## src/rtl/lane_train_map.vh

```
// Symbol codes, field values, state codes and counts for lane training.
`ifndef LANE_TRAIN_MAP_VH
`define LANE_TRAIN_MAP_VH
`define SYM_COM 8'hbc
`define SYM_FTS 8'h3c
`define SYM_SKP 8'h1c
`define SYM_TS1_ID 8'h4a
`define SYM_TS1_INV 8'hb5
`define SYM_TS2_ID 8'h45
`define SYM_TS2_INV 8'hba
`define TS_ID_FIRST 4'h6
`define TS_ID_LAST 4'hf
`define RATE_ID_GEN1 8'h02
`define TS_CTRL_IDLE 8'h00
`define FTS_MAX_REQ 8'hff
`define FTS_LONG_COUNT 4096
`define FTS_SET_LEN 4
`define SKP_SET_LEN 11'h004
`define LT_DETECT 3'h0
`define LT_POLLING 3'h1
`define LT_CONFIG 3'h2
`define LT_RECOVERY 3'h3
`define LT_L0 3'h4
`define LT_L0S 3'h5
`define LT_OTHER 3'h6
`endif

```

## src/rtl/lane_delay_ram.v

```verilog
// Small per-lane delay memory with registered read data.
`timescale 1ns/1ps
module lane_delay_ram #(
  parameter WIDTH = 9,
  parameter AW = 3
) (
  input wire clk,
  input wire en,
  input wire [AW-1:0] wrAddr,
  input wire [WIDTH-1:0] wrData,
  input wire [AW-1:0] rdAddr,
  output reg [WIDTH-1:0] rdData
);
  reg [WIDTH-1:0] mem [0:(1<<AW)-1];

  always @(posedge clk) begin
    if (en) begin
      mem[wrAddr] <= wrData;
      rdData <= mem[rdAddr];
    end
  end
endmodule

```

## src/rtl/serial_lane_training.v

```verilog
// Lane polarity, fast training, error reaction, width and de-skew logic.
//
// Behaviour
// Symbols 6-15 reading D21.5 in TS1 or D26.5 in TS2 flag swapped polarity.
// A flagged lane inverts all its received data, each lane on its own.
// Transmit data is never inverted.
// A fast training set is one K28.5 then three K28.1.
// Requested fast training count is at most 255; that many sent on L0s exit.
// Long-lock request makes the transmitter send 4096 fast training sets.
// No SKP during the first requested sets; scheduled SKP allowed afterwards.
// Exactly one SKP follows the last set; a scheduled one may follow.
// Lock window expiring before lock and de-skew on all lanes forces Recovery.
// Every decode error raises the receive-error report. Here errors on lanes outside the link width are masked.
// In L0 link errors may move the state machine to Recovery.
// Outside L0 link errors never start a state transition.
// After a set number of decode errors a lane re-checks symbol lock.
// Release of fundamental reset returns the state machine to its start.
// Training starts at first-generation rate, advertising supported rates.
// Link widths are 1, 2, 4, 8, 12, 16 or 32 lanes at one frequency.
// A port of width N forms width-N or single-lane links.
// Lane reversal applies to transmitter and receiver alike.
// Each linked lane gets link and lane numbers; others stay idle. Here every lane gets a lane number and none a link number.
// Receiver removes inter-lane skew before passing data upward.
// De-skew runs in Configuration, Recovery and L0s.
// Training set symbols 3, 4 and 5 match on all lanes.
// Rate identifier has bit 1 set and all other bits zero.
// Symbol 3 carries the receiver's own fast training count.
// Lock window counted in symbols from four times count plus SKP.
`timescale 1ns/1ps
`include "lane_train_map.vh"
module serial_lane_training #(
  parameter LANES = 4,
  parameter OWN_NFTS = 8'h80,
  parameter LONG_FTS = `FTS_LONG_COUNT,
  parameter ERR_LIMIT = 4'h8,
  parameter RECOVER_ON_ERR = 1'b1,
  parameter DAW = 3,
  parameter MAX_SKEW = 5
) (
  input wire sys_clk,
  input wire sys_rst,
  input wire clkEn,
  input wire fundRst,
  input wire [2:0] ltssmState,
  input wire [LANES*10-1:0] rxRawCode,
  input wire [LANES*8-1:0] rxSym,
  input wire [LANES-1:0] rxIsK,
  input wire [LANES-1:0] rxDecodeErr,
  input wire [LANES-1:0] rxBitLock,
  input wire [LANES-1:0] rxSymLock,
  input wire l0sExitSeen,
  input wire ftsStart,
  input wire [7:0] partnerNfts,
  input wire longLock,
  input wire skpDue,
  input wire [5:0] partnerWidth,
  input wire laneReverse,
  input wire configDone,
  output reg [LANES*10-1:0] rxCodeFixed,
  output reg [LANES-1:0] polarityFlip,
  output reg [LANES*9-1:0] rxAligned,
  output reg deskewOk,
  output reg [7:0] txSym,
  output reg txIsK,
  output reg txActive,
  output reg [7:0] tsNfts,
  output reg [7:0] tsRateId,
  output reg [7:0] tsCtrl,
  output reg [LANES*5-1:0] txLaneNum,
  output reg [LANES-1:0] laneIdle,
  output reg [5:0] linkWidth,
  output reg linkUp,
  output reg laneReversed,
  output reg rxErrReport,
  output reg goRecovery,
  output reg [LANES-1:0] symLockCheck,
  output reg ltssmInit
);
  // ----------------------------------------------------------------
  // Helper functions
  // ----------------------------------------------------------------
  function isCom;
    input [7:0] sym;
    input k;
    begin
      isCom = k && (sym == `SYM_COM);
    end
  endfunction

  // A port of width N forms width N, or falls back to a single lane.
  function [5:0] fitWidth;
    input [5:0] offered;
    begin
      if (offered >= LANES[5:0])
        fitWidth = LANES[5:0];
      else
        fitWidth = 6'h01;
    end
  endfunction

  localparam [10:0] LOCK_LOAD = 11'h004 * {3'h0, OWN_NFTS[7:0]} +
                                `SKP_SET_LEN;

  wire deskewEn = (ltssmState == `LT_CONFIG) ||
                  (ltssmState == `LT_RECOVERY) ||
                  (ltssmState == `LT_L0S);
  wire inDetect = (ltssmState == `LT_DETECT);
  reg [LANES-1:0] laneMask;
  integer m;
  always @* begin
    for (m = 0; m < LANES; m = m + 1)
      laneMask[m] = linkUp ? (m < linkWidth) : 1'b1;
  end

  // ----------------------------------------------------------------
  // Per-lane polarity, error counting and delay memory
  // ----------------------------------------------------------------
  reg [DAW-1:0] wrPtr;
  reg [DAW-1:0] laneDelay [0:LANES-1];
  wire [LANES*9-1:0] ramOut;
  genvar g;
  generate
    for (g = 0; g < LANES; g = g + 1) begin : lane
      wire [7:0] sym = rxSym[g*8 +: 8];
      wire isK = rxIsK[g];
      reg [3:0] tsIdx;
      reg inSet;
      reg [3:0] errCnt;
      always @(posedge sys_clk) begin
        if (sys_rst) begin
          tsIdx <= 4'h0;
          inSet <= 1'b0;
          polarityFlip[g] <= 1'b0;
          rxCodeFixed[g*10 +: 10] <= 10'h000;
          errCnt <= 4'h0;
          symLockCheck[g] <= 1'b0;
        end else if (clkEn) begin
          // invert flagged lane
          rxCodeFixed[g*10 +: 10] <= polarityFlip[g] ?
            ~rxRawCode[g*10 +: 10] : rxRawCode[g*10 +: 10];
          if (isCom(sym, isK)) begin
            tsIdx <= 4'h1;
            inSet <= 1'b1;
          end else if (inSet) begin
            tsIdx <= tsIdx + 4'h1;
            if (tsIdx == `TS_ID_LAST)
              inSet <= 1'b0;
          end
          if (inDetect) begin
            polarityFlip[g] <= 1'b0;
          // inverted identifier check
          end else if (inSet && !isK && tsIdx >= `TS_ID_FIRST &&
                       (sym == `SYM_TS1_INV || sym == `SYM_TS2_INV)) begin
            polarityFlip[g] <= 1'b1;
          end
          // lock re-check trigger
          symLockCheck[g] <= 1'b0;
          if (rxDecodeErr[g]) begin
            if (errCnt == ERR_LIMIT - 4'h1) begin
              errCnt <= 4'h0;
              symLockCheck[g] <= 1'b1;
            end else begin
              errCnt <= errCnt + 4'h1;
            end
          end
        end
      end
      lane_delay_ram #(
        .WIDTH(9),
        .AW(DAW)
      ) ram (
        .clk(sys_clk),
        .en(clkEn),
        .wrAddr(wrPtr),
        .wrData({isK, sym}),
        .rdAddr(wrPtr - laneDelay[g] - {{(DAW-1){1'b0}}, 1'b1}),
        .rdData(ramOut[g*9 +: 9])
      );
    end
  endgenerate

  // ----------------------------------------------------------------
  // Inter-lane de-skew on comma arrival times
  // ----------------------------------------------------------------
  reg [4:0] stampCnt;
  reg [4:0] arrival [0:LANES-1];
  reg [LANES-1:0] gotCom;
  reg deskewEnD;
  reg [4:0] latest;
  reg allGot;
  reg skewBad;
  integer d;
  always @* begin
    latest = 5'h00;
    allGot = 1'b1;
    skewBad = 1'b0;
    for (d = 0; d < LANES; d = d + 1) begin
      if (laneMask[d] && !gotCom[d])
        allGot = 1'b0;
      if (laneMask[d] && arrival[d] > latest)
        latest = arrival[d];
    end
    for (d = 0; d < LANES; d = d + 1) begin
      if (laneMask[d] && (latest - arrival[d]) > MAX_SKEW)
        skewBad = 1'b1;
    end
  end

  always @(posedge sys_clk) begin
    if (sys_rst) begin
      wrPtr <= {DAW{1'b0}};
      stampCnt <= 5'h00;
      gotCom <= {LANES{1'b0}};
      deskewEnD <= 1'b0;
      deskewOk <= 1'b0;
      for (d = 0; d < LANES; d = d + 1) begin
        arrival[d] <= 5'h00;
        laneDelay[d] <= {DAW{1'b0}};
      end
    end else if (clkEn) begin
      wrPtr <= wrPtr + {{(DAW-1){1'b0}}, 1'b1};
      deskewEnD <= deskewEn;
      // de-skew in training states
      if (deskewEn && (!deskewEnD || stampCnt == 5'h1f ||
                       (allGot && skewBad))) begin
        stampCnt <= 5'h00;
        gotCom <= {LANES{1'b0}};
        deskewOk <= 1'b0;
      end else if (deskewEn && allGot) begin
        // align lanes on commas
        deskewOk <= 1'b1;
        for (d = 0; d < LANES; d = d + 1)
          laneDelay[d] <= laneMask[d] ?
            latest[DAW-1:0] - arrival[d][DAW-1:0] : {DAW{1'b0}};
      end else if (deskewEn) begin
        stampCnt <= stampCnt + 5'h01;
        for (d = 0; d < LANES; d = d + 1) begin
          if (!gotCom[d] && isCom(rxSym[d*8 +: 8], rxIsK[d])) begin
            gotCom[d] <= 1'b1;
            arrival[d] <= stampCnt;
          end
        end
      end
      if (inDetect)
        deskewOk <= 1'b0;
    end
  end

  // ----------------------------------------------------------------
  // Fast training transmitter
  // ----------------------------------------------------------------
  localparam [2:0] TX_IDLE = 3'h0;
  localparam [2:0] TX_FTS = 3'h1;
  localparam [2:0] TX_SKPS = 3'h2;
  localparam [2:0] TX_SKPL = 3'h3;
  localparam [2:0] TX_SKPX = 3'h4;
  reg [2:0] txState;
  reg [2:0] next_txState;
  reg [1:0] symIdx;
  reg [12:0] setCnt;
  reg [12:0] setTarget;
  reg [12:0] reqSets;
  reg [12:0] next_setCnt;
  reg [7:0] next_txSym;
  reg next_txIsK;
  wire setEnd = (symIdx == 2'h3);
  // requested count clipped to the maximum
  wire [7:0] nftsReq = (partnerNfts > `FTS_MAX_REQ) ?
                       `FTS_MAX_REQ : partnerNfts;

  always @* begin
    next_txState = txState;
    next_setCnt = setCnt;
    next_txSym = 8'h00;
    next_txIsK = 1'b0;
    case (txState)
      TX_IDLE: begin
      end
      TX_FTS: begin
        // comma then three fast training symbols
        next_txIsK = 1'b1;
        next_txSym = (symIdx == 2'h0) ? `SYM_COM : `SYM_FTS;
        if (setEnd) begin
          next_setCnt = setCnt + 13'h0001;
          if (next_setCnt == setTarget)
            next_txState = TX_SKPL;
          // no SKP inside the first requested sets
          else if (skpDue && next_setCnt >= reqSets)
            next_txState = TX_SKPS;
        end
      end
      TX_SKPS, TX_SKPL, TX_SKPX: begin
        next_txIsK = 1'b1;
        next_txSym = (symIdx == 2'h0) ? `SYM_COM : `SYM_SKP;
        if (setEnd) begin
          case (txState)
            TX_SKPS: next_txState = TX_FTS;
            // one SKP after the last set, maybe one more
            TX_SKPL: next_txState = skpDue ? TX_SKPX : TX_IDLE;
            default: next_txState = TX_IDLE;
          endcase
        end
      end
      default: next_txState = TX_IDLE;
    endcase
  end

  always @(posedge sys_clk) begin
    if (sys_rst) begin
      txState <= TX_IDLE;
      symIdx <= 2'h0;
      setCnt <= 13'h0000;
      setTarget <= 13'h0000;
      reqSets <= 13'h0000;
      txSym <= 8'h00;
      txIsK <= 1'b0;
      txActive <= 1'b0;
    end else if (clkEn) begin
      // transmit path has no inversion
      txSym <= next_txSym;
      txIsK <= next_txIsK;
      txActive <= (txState != TX_IDLE);
      if (txState == TX_IDLE) begin
        symIdx <= 2'h0;
        setCnt <= 13'h0000;
        if (ftsStart) begin
          reqSets <= {5'h00, nftsReq};
          // long-lock count overrides the request
          setTarget <= longLock ? LONG_FTS[12:0] : {5'h00, nftsReq};
          if (!longLock && nftsReq == 8'h00)
            txState <= TX_SKPL;
          else
            txState <= TX_FTS;
        end
      end else begin
        symIdx <= symIdx + 2'h1;
        setCnt <= next_setCnt;
        txState <= next_txState;
      end
    end
  end

  // ----------------------------------------------------------------
  // Lock window, error report and Recovery request
  // ----------------------------------------------------------------
  reg [10:0] lockTimer;
  reg lockRun;
  wire allLocked = (&((rxBitLock & rxSymLock) | ~laneMask)) && deskewOk;
  wire anyErr = |(rxDecodeErr & laneMask);

  always @(posedge sys_clk) begin
    if (sys_rst) begin
      lockTimer <= 11'h000;
      lockRun <= 1'b0;
      goRecovery <= 1'b0;
      rxErrReport <= 1'b0;
    end else if (clkEn) begin
      // decode errors reported
      rxErrReport <= anyErr;
      goRecovery <= 1'b0;
      // symbol-time lock window
      if (l0sExitSeen) begin
        lockTimer <= LOCK_LOAD;
        lockRun <= 1'b1;
      end else if (lockRun) begin
        if (allLocked) begin
          lockRun <= 1'b0;
        end else if (lockTimer == 11'h000) begin
          // timeout forces Recovery
          lockRun <= 1'b0;
          goRecovery <= 1'b1;
        end else begin
          lockTimer <= lockTimer - 11'h001;
        end
      end
      // errors in L0 request Recovery
      // other states ignore errors
      if (RECOVER_ON_ERR && anyErr && ltssmState == `LT_L0)
        goRecovery <= 1'b1;
    end
  end

  // ----------------------------------------------------------------
  // Reset release, width, lane numbering and training fields
  // ----------------------------------------------------------------
  reg fundRstD;
  integer n;
  always @(posedge sys_clk) begin
    if (sys_rst) begin
      fundRstD <= 1'b0;
      ltssmInit <= 1'b0;
      linkWidth <= 6'h00;
      linkUp <= 1'b0;
      laneReversed <= 1'b0;
      laneIdle <= {LANES{1'b1}};
      txLaneNum <= {LANES*5{1'b0}};
      rxAligned <= {LANES*9{1'b0}};
      tsNfts <= 8'h00;
      tsRateId <= 8'h00;
      tsCtrl <= 8'h00;
    end else if (clkEn) begin
      fundRstD <= fundRst;
      // initialise on reset release
      ltssmInit <= fundRstD && !fundRst;
      // common training fields on every lane
      // own fast training count advertised
      tsNfts <= OWN_NFTS[7:0];
      // first-generation rate advertised
      // only the first-generation rate bit
      tsRateId <= `RATE_ID_GEN1;
      tsCtrl <= `TS_CTRL_IDLE;
      if (inDetect || fundRst) begin
        linkUp <= 1'b0;
        linkWidth <= 6'h00;
        laneReversed <= 1'b0;
      end else if (configDone) begin
        // legal width only
        // full width or single lane
        linkWidth <= fitWidth(partnerWidth);
        linkUp <= 1'b1;
        laneReversed <= laneReverse && (fitWidth(partnerWidth) > 6'h01);
      end
      for (n = 0; n < LANES; n = n + 1) begin
        // unlinked lanes held idle
        laneIdle[n] <= linkUp && !(n < linkWidth);
        // reversal on both directions
        txLaneNum[n*5 +: 5] <= laneReversed ?
          LANES[4:0] - 5'h01 - n[4:0] : n[4:0];
        rxAligned[n*9 +: 9] <= laneReversed ?
          ramOut[(LANES-1-n)*9 +: 9] : ramOut[n*9 +: 9];
      end
    end
  end
endmodule

```

## config.mk

```make
export PLATFORM = sky130hd
export DESIGN_NAME = serial_lane_training
export DESIGN_NICKNAME = d
export VERILOG_FILES = /design/src/rtl/lane_delay_ram.v /design/src/rtl/serial_lane_training.v
export VERILOG_INCLUDE_DIRS = /design/src /design/src/rtl
export SDC_FILE = /design/constraint.sdc
export NUM_CORES = 1
export LEC_CHECK = 0
export BUFFER_PORTS_ARGS = -buffer_cell sky130_fd_sc_hd__buf_4
export CORE_ASPECT_RATIO = 1.2
export CORE_UTILIZATION = 51
export CTS_CLUSTER_SIZE = 12
export DETAILED_ROUTE_END_ITERATION = 16
export PLACE_DENSITY_LB_ADDON = 0.25
export RECOVER_POWER = 25
export SLEW_MARGIN = 10
export SYNTH_ARGS = -nofsm -noshare
export SYNTH_HDL_FRONTEND = slang
export SYNTH_SLANG_ARGS = --single-unit
```

## constraint.sdc

```tcl
create_clock -name sys_clk -period 11.04 [get_ports sys_clk]
set_input_delay 2.76 -clock sys_clk [delete_from_list [all_inputs] [get_ports sys_clk]]
set_output_delay 2.76 -clock sys_clk [all_outputs]
set_load 0.01 [all_outputs]
```

==> results of run 1 <==
registers in the layout (all words and copies together), names as in the netlist, 3 cells and up:
name             cells
lane.ram.mem       288
rxCodeFixed         40
lane.ram.rdData     36
rxAligned           36
arrival             20
lane.errCnt         16
lane.tsIdx          16
setCnt              13
laneDelay           12
lockTimer           11
setTarget            9
reqSets              8
stampCnt             5
gotCom               4
lane.inSet           4
polarityFlip         4
symLockCheck         4
txState              3
txSym                3
wrPtr                3
area by class of cell:
type / count / area, sq um / area share [%]
Multi-Input combinational cell: 1244 / 9460 / 33.1
Inverter: 69 / 259 / 0.907
Timing Repair Buffer: 249 / 1760 / 6.15
Sequential cell: 555 / 14700 / 51.4
Clock buffer: 91 / 1560 / 5.47
Tap cell: 630 / 788 / 2.76
Antenna cell: 2 / 5.00 / 0.0175
Clock inverter: 9 / 66.3 / 0.232
cells by family (layout without fill, tap and decap cells):
| family | count (synthesis) | count (layout) | synth area share (%) |
|---|---|---|---|
| AND/OR/NAND/NOR | 566 | 566 | 11.3 |
| flip-flops | 555 | 555 | 58.9 |
| AO/OA/AOI/OAI | 326 | 326 | 8.70 |
| buffers and inverters | 218 | 418 | 4.20 |
| multiplexers | 162 | 162 | 10.3 |
| XOR/XNOR | 75 | 75 | 2.64 |
| adder cells (fa/ha/maj) | 74 | 74 | 3.96 |
| other | 1 | 43 | 0.0150 |
worst max path at each step:
| stage | startpoint | endpoint | slack [ns] | depth (start not counted) |
|---|---|---|---|---|
| floorplan | linkUp | laneDelay[0][0] | 2.50 | 31 |
| global placement | linkUp | laneDelay[3][1] | 1.91 | 32 |
| detailed placement | linkUp | laneDelay[2][2] | 1.75 | 32 |
| CTS | linkUp | laneDelay[3][0] | 1.71 | 32 |
| global route | linkUp | laneDelay[3][0] | 0.99 | 30 |
| finish | linkUp | laneDelay[1][0] | 1.70 | 32 |
power by group through the flow:
stage / registers (uW) / logic (uW) / clock network, uW
floorplan: 2400 / 532 / 0
global placement: 2400 / 753 / 0
detailed placement: 2410 / 769 / 0
CTS: 2370 / 776 / 1760
global route: 2380 / 843 / 1840
finish: 2370 / 764 / 1720
cells in the mapped netlist, types with 9 or more instances:
library cell    n
a22oi_1        17
xnor2_1        52
nand4_1        20
buf_1          17
clkbuf_1       64
nand3b_1       10
inv_1          68
a21oi_1        96
edfxtp_1      356
and3_1         16
nor2_1        196
mux2_2         38
nand2b_1       18
buf_4          52
xor2_1         23
a31oi_1        12
a21o_1         14
nand2_1       114
ha_1           66
nor4_1          9
mux2i_1        52
mux4_2         72
nor2b_1        25
buf_2          14
and2_1         18
nor3_1         36
dfxtp_1       199
a211oi_1       91
o21a_1         15
nand3_1        40
o21ai_0        29
routing by layer:
| layer | part of all wire [%] | vias up | track usage [%] |
|---|---|---|---|
| met2 | 50 | 433 | 38.3 |
| li1 | - | 7669 | - |
| met1 | 42 | 7990 | 29.4 |
| met4 | 2.3 | 4 | 6.37 |
| met3 | 5.6 | 101 | 3.96 |
| met5 | 0.041 | - | 0 |
metrics by stage:
| stage | area [sq um] | util (%) | hold WS [ns] | setup slack (ns) |
|---|---|---|---|---|
| floorplan | 25100 | - | 0.412 | 2.50 |
| global route | 28600 | 59.4 | 0.483 | 0.990 |
| global placement | 27000 | 56.2 | 0.418 | 1.91 |
| detailed placement | 27000 | 56.2 | 0.434 | 1.75 |
| CTS | 28700 | 59.6 | 0.445 | 1.71 |
| finish | 28600 | 59.4 | 0.446 | 1.70 |
worst max-delay path: cells and delay by family, from the launching register on:
| family | cells | cell delay [ns] |
|---|---|---|
| buffers and inverters | 2 | 0.15 |
| and+or+nand+nor | 7 | 1.56 |
| AOI/OAI and AO/OA | 17 | 5.11 |
| DFF | 1 | 0.40 |
| xor gates and xnor gates | 1 | 0.21 |
| adders and majority gates | 5 | 1.52 |
placed cells by master (no fill, tap or decap), types with 10 or more instances in the layout:
cell type and instances:
dfxtp_1 198, nor3_1 34, inv_1 68, xnor2_1 48, xor2_1 23, buf_4 214
nand3b_1 10, o21ai_0 29, a21oi_1 96, a211oi_1 91, nand3_1 40, nand2_1 114
ha_1 66, clkbuf_1 64, a22oi_1 17, nand4_1 20, mux2_2 38, and2_1 18
mux4_2 72, nor2b_1 25, mux2i_1 52, edfxtp_1 356, and3_1 16, a31oi_1 12
clkbuf_16 55, nand2b_1 18, a21o_1 14, o21a_1 15, conb_1 41, nor2_1 190
==> metrics.txt, run 1 <==
status=finished clean; top cells by area, synth=edfxtp_1 43%, dfxtp_1 16%, mux4_2 6.5%, ha_1 3.3%, nor2_1 3.0%; final max-slew violation count=0; Area Growth Syn to Fin=14.6%; combinational power share=15.7%; peak supply drop=163 uV; number of synthesized register bits=555; Reg2Reg Launch Point=linkUp; worst hold path endpoint=lockTimer[10]; worst r2r path cells=32; HPWL after DPL=36,200 microns; PwrDens=170 mW/mm^2; vias=16,200; GRT overflow=0; Min-Delay Startpoint=lockTimer[10]; Seq pwr share=48.7%; Yosys warning total=0; CP max FO=17; non-filler cells, final=2,849; DR DRC count=0; Syn Area/Cell=12.6 sq um; Main synth FF type=edfxtp_1; average vias per placed instance=5.69; final estimated routing congestion in global placement=0.862; CTS Buffer Depth=3; Synth Cell Area=0.0249 sq mm; gr usage total=22.5%; filler cell count=3,816; drt pass-1 iters=5; post-cts gate resize count=0; RR Endpoint=laneDelay[1][0]; Rel. slew slack=22.9%; most area-hungry cell type in the Yosys netlist=edfxtp_1; worst min-delay path class=reg2reg; cells after synthesis=1,977; Critical Path Source Type=flip-flop; postcts setup bufs=0; CTS root buf=clkbuf_16; Final Net Count=2,363; I/O Buffers=225; Post-synth EDFFs=356; min cycle time layout=9.34 ns; final antenna-violating net count=0; P_int=3620 uW; unrepaired setup endpoints after global routing=no; share of cells above drive strength 1=19.2%; Die Height=244 microns; crit path capture type=flip-flop; vias in the first global route=15,800; Yosys cell types=77; I/O pins=269; die area=0.0498 sq mm; Pwr Total=4850 uW; Crit path largest cell delay=0.96 ns; hold_buf cts=0; Max-Cap Viols=0; Post-synth ARST share=0%; final worst-path cycle share=84.6%; Initial Util=51.8%; Final Hold Fails=0; Worst EP required=11.25 ns; H-tree levels=2; cell with the largest stage delay on the worst path=o21ai_1; type of the worst setup path=reg2reg; clock skew=0.0181 ns; final setup vio count=0; top cell type's share of synthesized area=42.9%; Switching Fraction=25.4%; Num CTS Buffers=55; total routed wirelength=55,900 microns; antenna violations before repair=4; clk slew on worst S/H paths=0.06 ns; initial DRC count=1,115; Hold Path Depth=2; largest net degree at the start of global routing=102; Worst R2R Setup Slack=1.70 ns; Psw=1240 uW; CTS tree=done; sequential fraction of the synthesis area=58.9%; Peak Freq=107 MHz; CP arrival=9.55 ns; first-pass GRT wire length=87,100 microns; Worst-Skew Late Latency=0.60 ns; Die Wd=204 microns; row cnt=88; clock share of power=35.5%; dpl cells=2,747; Top cell by count, worst path=o21a_1; Lkg Pwr=0.0103 uW; core area=0.0481 sq mm; Worst-Margin Slew=1.16 ns; Clock Sinks=555; Final TNS setup=0 ns; Routed WL per cell=19.6 microns
Note: power is estimated with default switching activity, not from simulation.
==> inputs of run 2 (changes only) <==
==> constraint.sdc (replaced) <==
create_clock -name sys_clk -period 8.3 [get_ports sys_clk]
set_input_delay 2.075 -clock sys_clk [delete_from_list [all_inputs] [get_ports sys_clk]]
set_output_delay 2.075 -clock sys_clk [all_outputs]
set_load 0.01 [all_outputs]
==> run 2 against run 1 <==
Utilization grew 0.39 points. Largest power group unchanged. Combinational power grew 36%. Highest routed layer unchanged. Sequential share of layout area decreased by 0.34 points.
==> metrics.txt, run 2 (synthesis results as in run 1) <==
status=finished clean; peak supply drop=198 uV (+21%); Biggest register=lane.ram.mem; Peak Freq=127 MHz (+19%); CP max FO=11 (-6); non-filler cells, final=2,859 (+0.35%); met1 Resource Use GR=29.3% (-0.13 points); dpl cells=2,756 (+0.33%); Critical Path Source Type=flip-flop; worst min-delay path class=reg2reg; fin util=59.8% (+0.39 points); Die Wd=204 microns (unchanged); clk slew on worst S/H paths=0.06 ns (about the same); vias in the first global route=16,000 (+1.3%); Max-Cap Viols=0 (unchanged); initial DRC count=939 (-16%); die area=0.0498 sq mm (unchanged); I/O Buffers=225 (unchanged); CTS root buf=clkbuf_16; met2 track demand over resource=38.9% (+0.58 points); final setup vio count=0 (unchanged); WP buf/inv=4 (+2); cell with the largest stage delay on the worst path=dfxtp_1; Final Hold Fails=0 (unchanged); Initial Util=51.8% (unchanged); first-pass GRT wire length=87,900 microns (+1.0%); final worst setup slack=0.447 ns (-1.25 ns); CP arrival=8.25 ns (-1.30 ns); final worst-path cycle share=94.6% (+10 points); Largest regs=lane.ram.mem (288), rxCodeFixed (40); H-tree levels=2 (unchanged); share of cells above drive strength 1=20.0% (+0.79 points); layer with the highest usage=met2; antenna violations before repair=2 (-2); Final TNS setup=0 ns (unchanged); M3 GR Usage=4.09% (+0.13 points); DR DRC count=0 (unchanged); final antenna-violating net count=0 (unchanged); CTS tree=done; CTS Buffer Depth=3 (unchanged); Rel. slew slack=20.2% (-2.7 points); vias=16,300 (+0.65%); Ant. Diodes=0 (-2); unrepaired setup endpoints after global routing=no; Area Growth Syn to Fin=15.4%; drt pass-1 iters=5 (unchanged); I/O pins=269 (unchanged); Num CTS Buffers=56 (+1.8%); largest net degree at the start of global routing=122 (+20%); type of the worst setup path=reg2reg; filler cell count=3,756 (-1.6%); row cnt=88 (unchanged); most frequent cells in the layout=356 x edfxtp_1, 223 x buf_4, 198 x dfxtp_1; Die Height=244 microns (unchanged); final max-slew violation count=0 (unchanged); average vias per placed instance=5.70 (+0.30%); Worst EP required=8.69 ns (-2.56 ns); max reg flops=288 (unchanged); Fin Hold WS=0.447 ns (+0.000593 ns); Crit path largest cell delay=0.44 ns (-0.52 ns); Routed WL per cell=19.9 microns (+1.2%); Worst-Margin Slew=1.19 ns (+0.0352 ns); final estimated routing congestion in global placement=0.855 (-0.80%); HPWL after DPL=36,800 microns (+1.7%); GRT overflow=0 (unchanged); Place WS=0.357 ns (-1.40 ns); min cycle time layout=7.85 ns (-1.49 ns); hold_buf cts=0 (unchanged); PwrDens=229 mW/mm^2 (+35%); Clock Sinks=555 (unchanged); gr usage total=22.7% (+0.21 points); total routed wirelength=56,800 microns (+1.6%); commonest non-fill, non-tap cell in the layout=edfxtp_1; Final Net Count=2,373 (+0.42%); postcts setup bufs=0 (unchanged); delay-heaviest family, CP=compound AO/OA/AOI/OAI gates; clock skew=0.0162 ns (-0.00190 ns); crit path capture type=flip-flop; core area=0.0481 sq mm (unchanged); Worst-Skew Late Latency=0.62 ns (+0.02 ns); Lkg Pwr=0.0104 uW (+1.0%)
run 2: worst paths after layout:
check,cells after the start,start,end,slack [ns]
worst max-delay path,33,linkWidth[0],laneDelay[1][1],0.45
worst min-delay path,2,lockTimer[10],lockTimer[10],0.45
worst max register to register,33,linkWidth[0],laneDelay[1][1],0.45
worst min register to register,2,lockTimer[10],lockTimer[10],0.45
run 2: power breakdown:
group / internal, uW / switching, uW / leakage, uW / total (uW)
Sequential: 3070 / 76.1 / 0.00493 / 3150
Clock: 1360 / 1040 / 0.000845 / 2400
Combinational: 474 / 567 / 0.00463 / 1040
Total: 4910 / 1680 / 0.0104 / 6590
run 2: worst register-to-register path, delay by kind of cell (launching register included):
family | cells | cell delay (ns)
AOI/OAI and AO/OA | 14 | 3.24
and+or+nand+nor | 9 | 1.72
buffers and inverters | 4 | 0.53
DFF | 1 | 0.44
xor gates and xnor gates | 1 | 0.20
adders and majority gates | 5 | 1.53
run 2: cell type report:
class / count / area [sq um] / area share (%)
Clock buffer: 95 / 1660 / 5.77
Clock inverter: 8 / 81.3 / 0.283
Inverter: 69 / 259 / 0.901
Multi-Input combinational cell: 1244 / 9470 / 32.9
Sequential cell: 555 / 14700 / 51.0
Tap cell: 630 / 788 / 2.74
Timing Repair Buffer: 258 / 1820 / 6.34
run 2: routing by layer:
layer | wire [microns] | vias to the layer above | part of all wire, %
li1 | - | 7694 | -
met1 | 23600 | 8117 | 42
met3 | 3190 | 93 | 5.6
met2 | 28700 | 395 | 50
met5 | 26 | - | 0.046
met4 | 1340 | 4 | 2.3
run 2: through the flow:
stage	instance area (sq um)	total power, uW
3_5_place_dp	27100	4250
3_3_place_gp	27100	4220
4_1_cts	28900	6650
5_1_grt	28800	6860
6_report	28800	6590
2_1_floorplan	25100	3900
run 2: repair_timing:
| action | 4_1_cts | 5_1_grt |
|---|---|---|
| gates resized for setup | 0 | 3 |
| hold endpoints to repair | 0 | 0 |
| endpoints found under the setup margin | 0 | 25 |
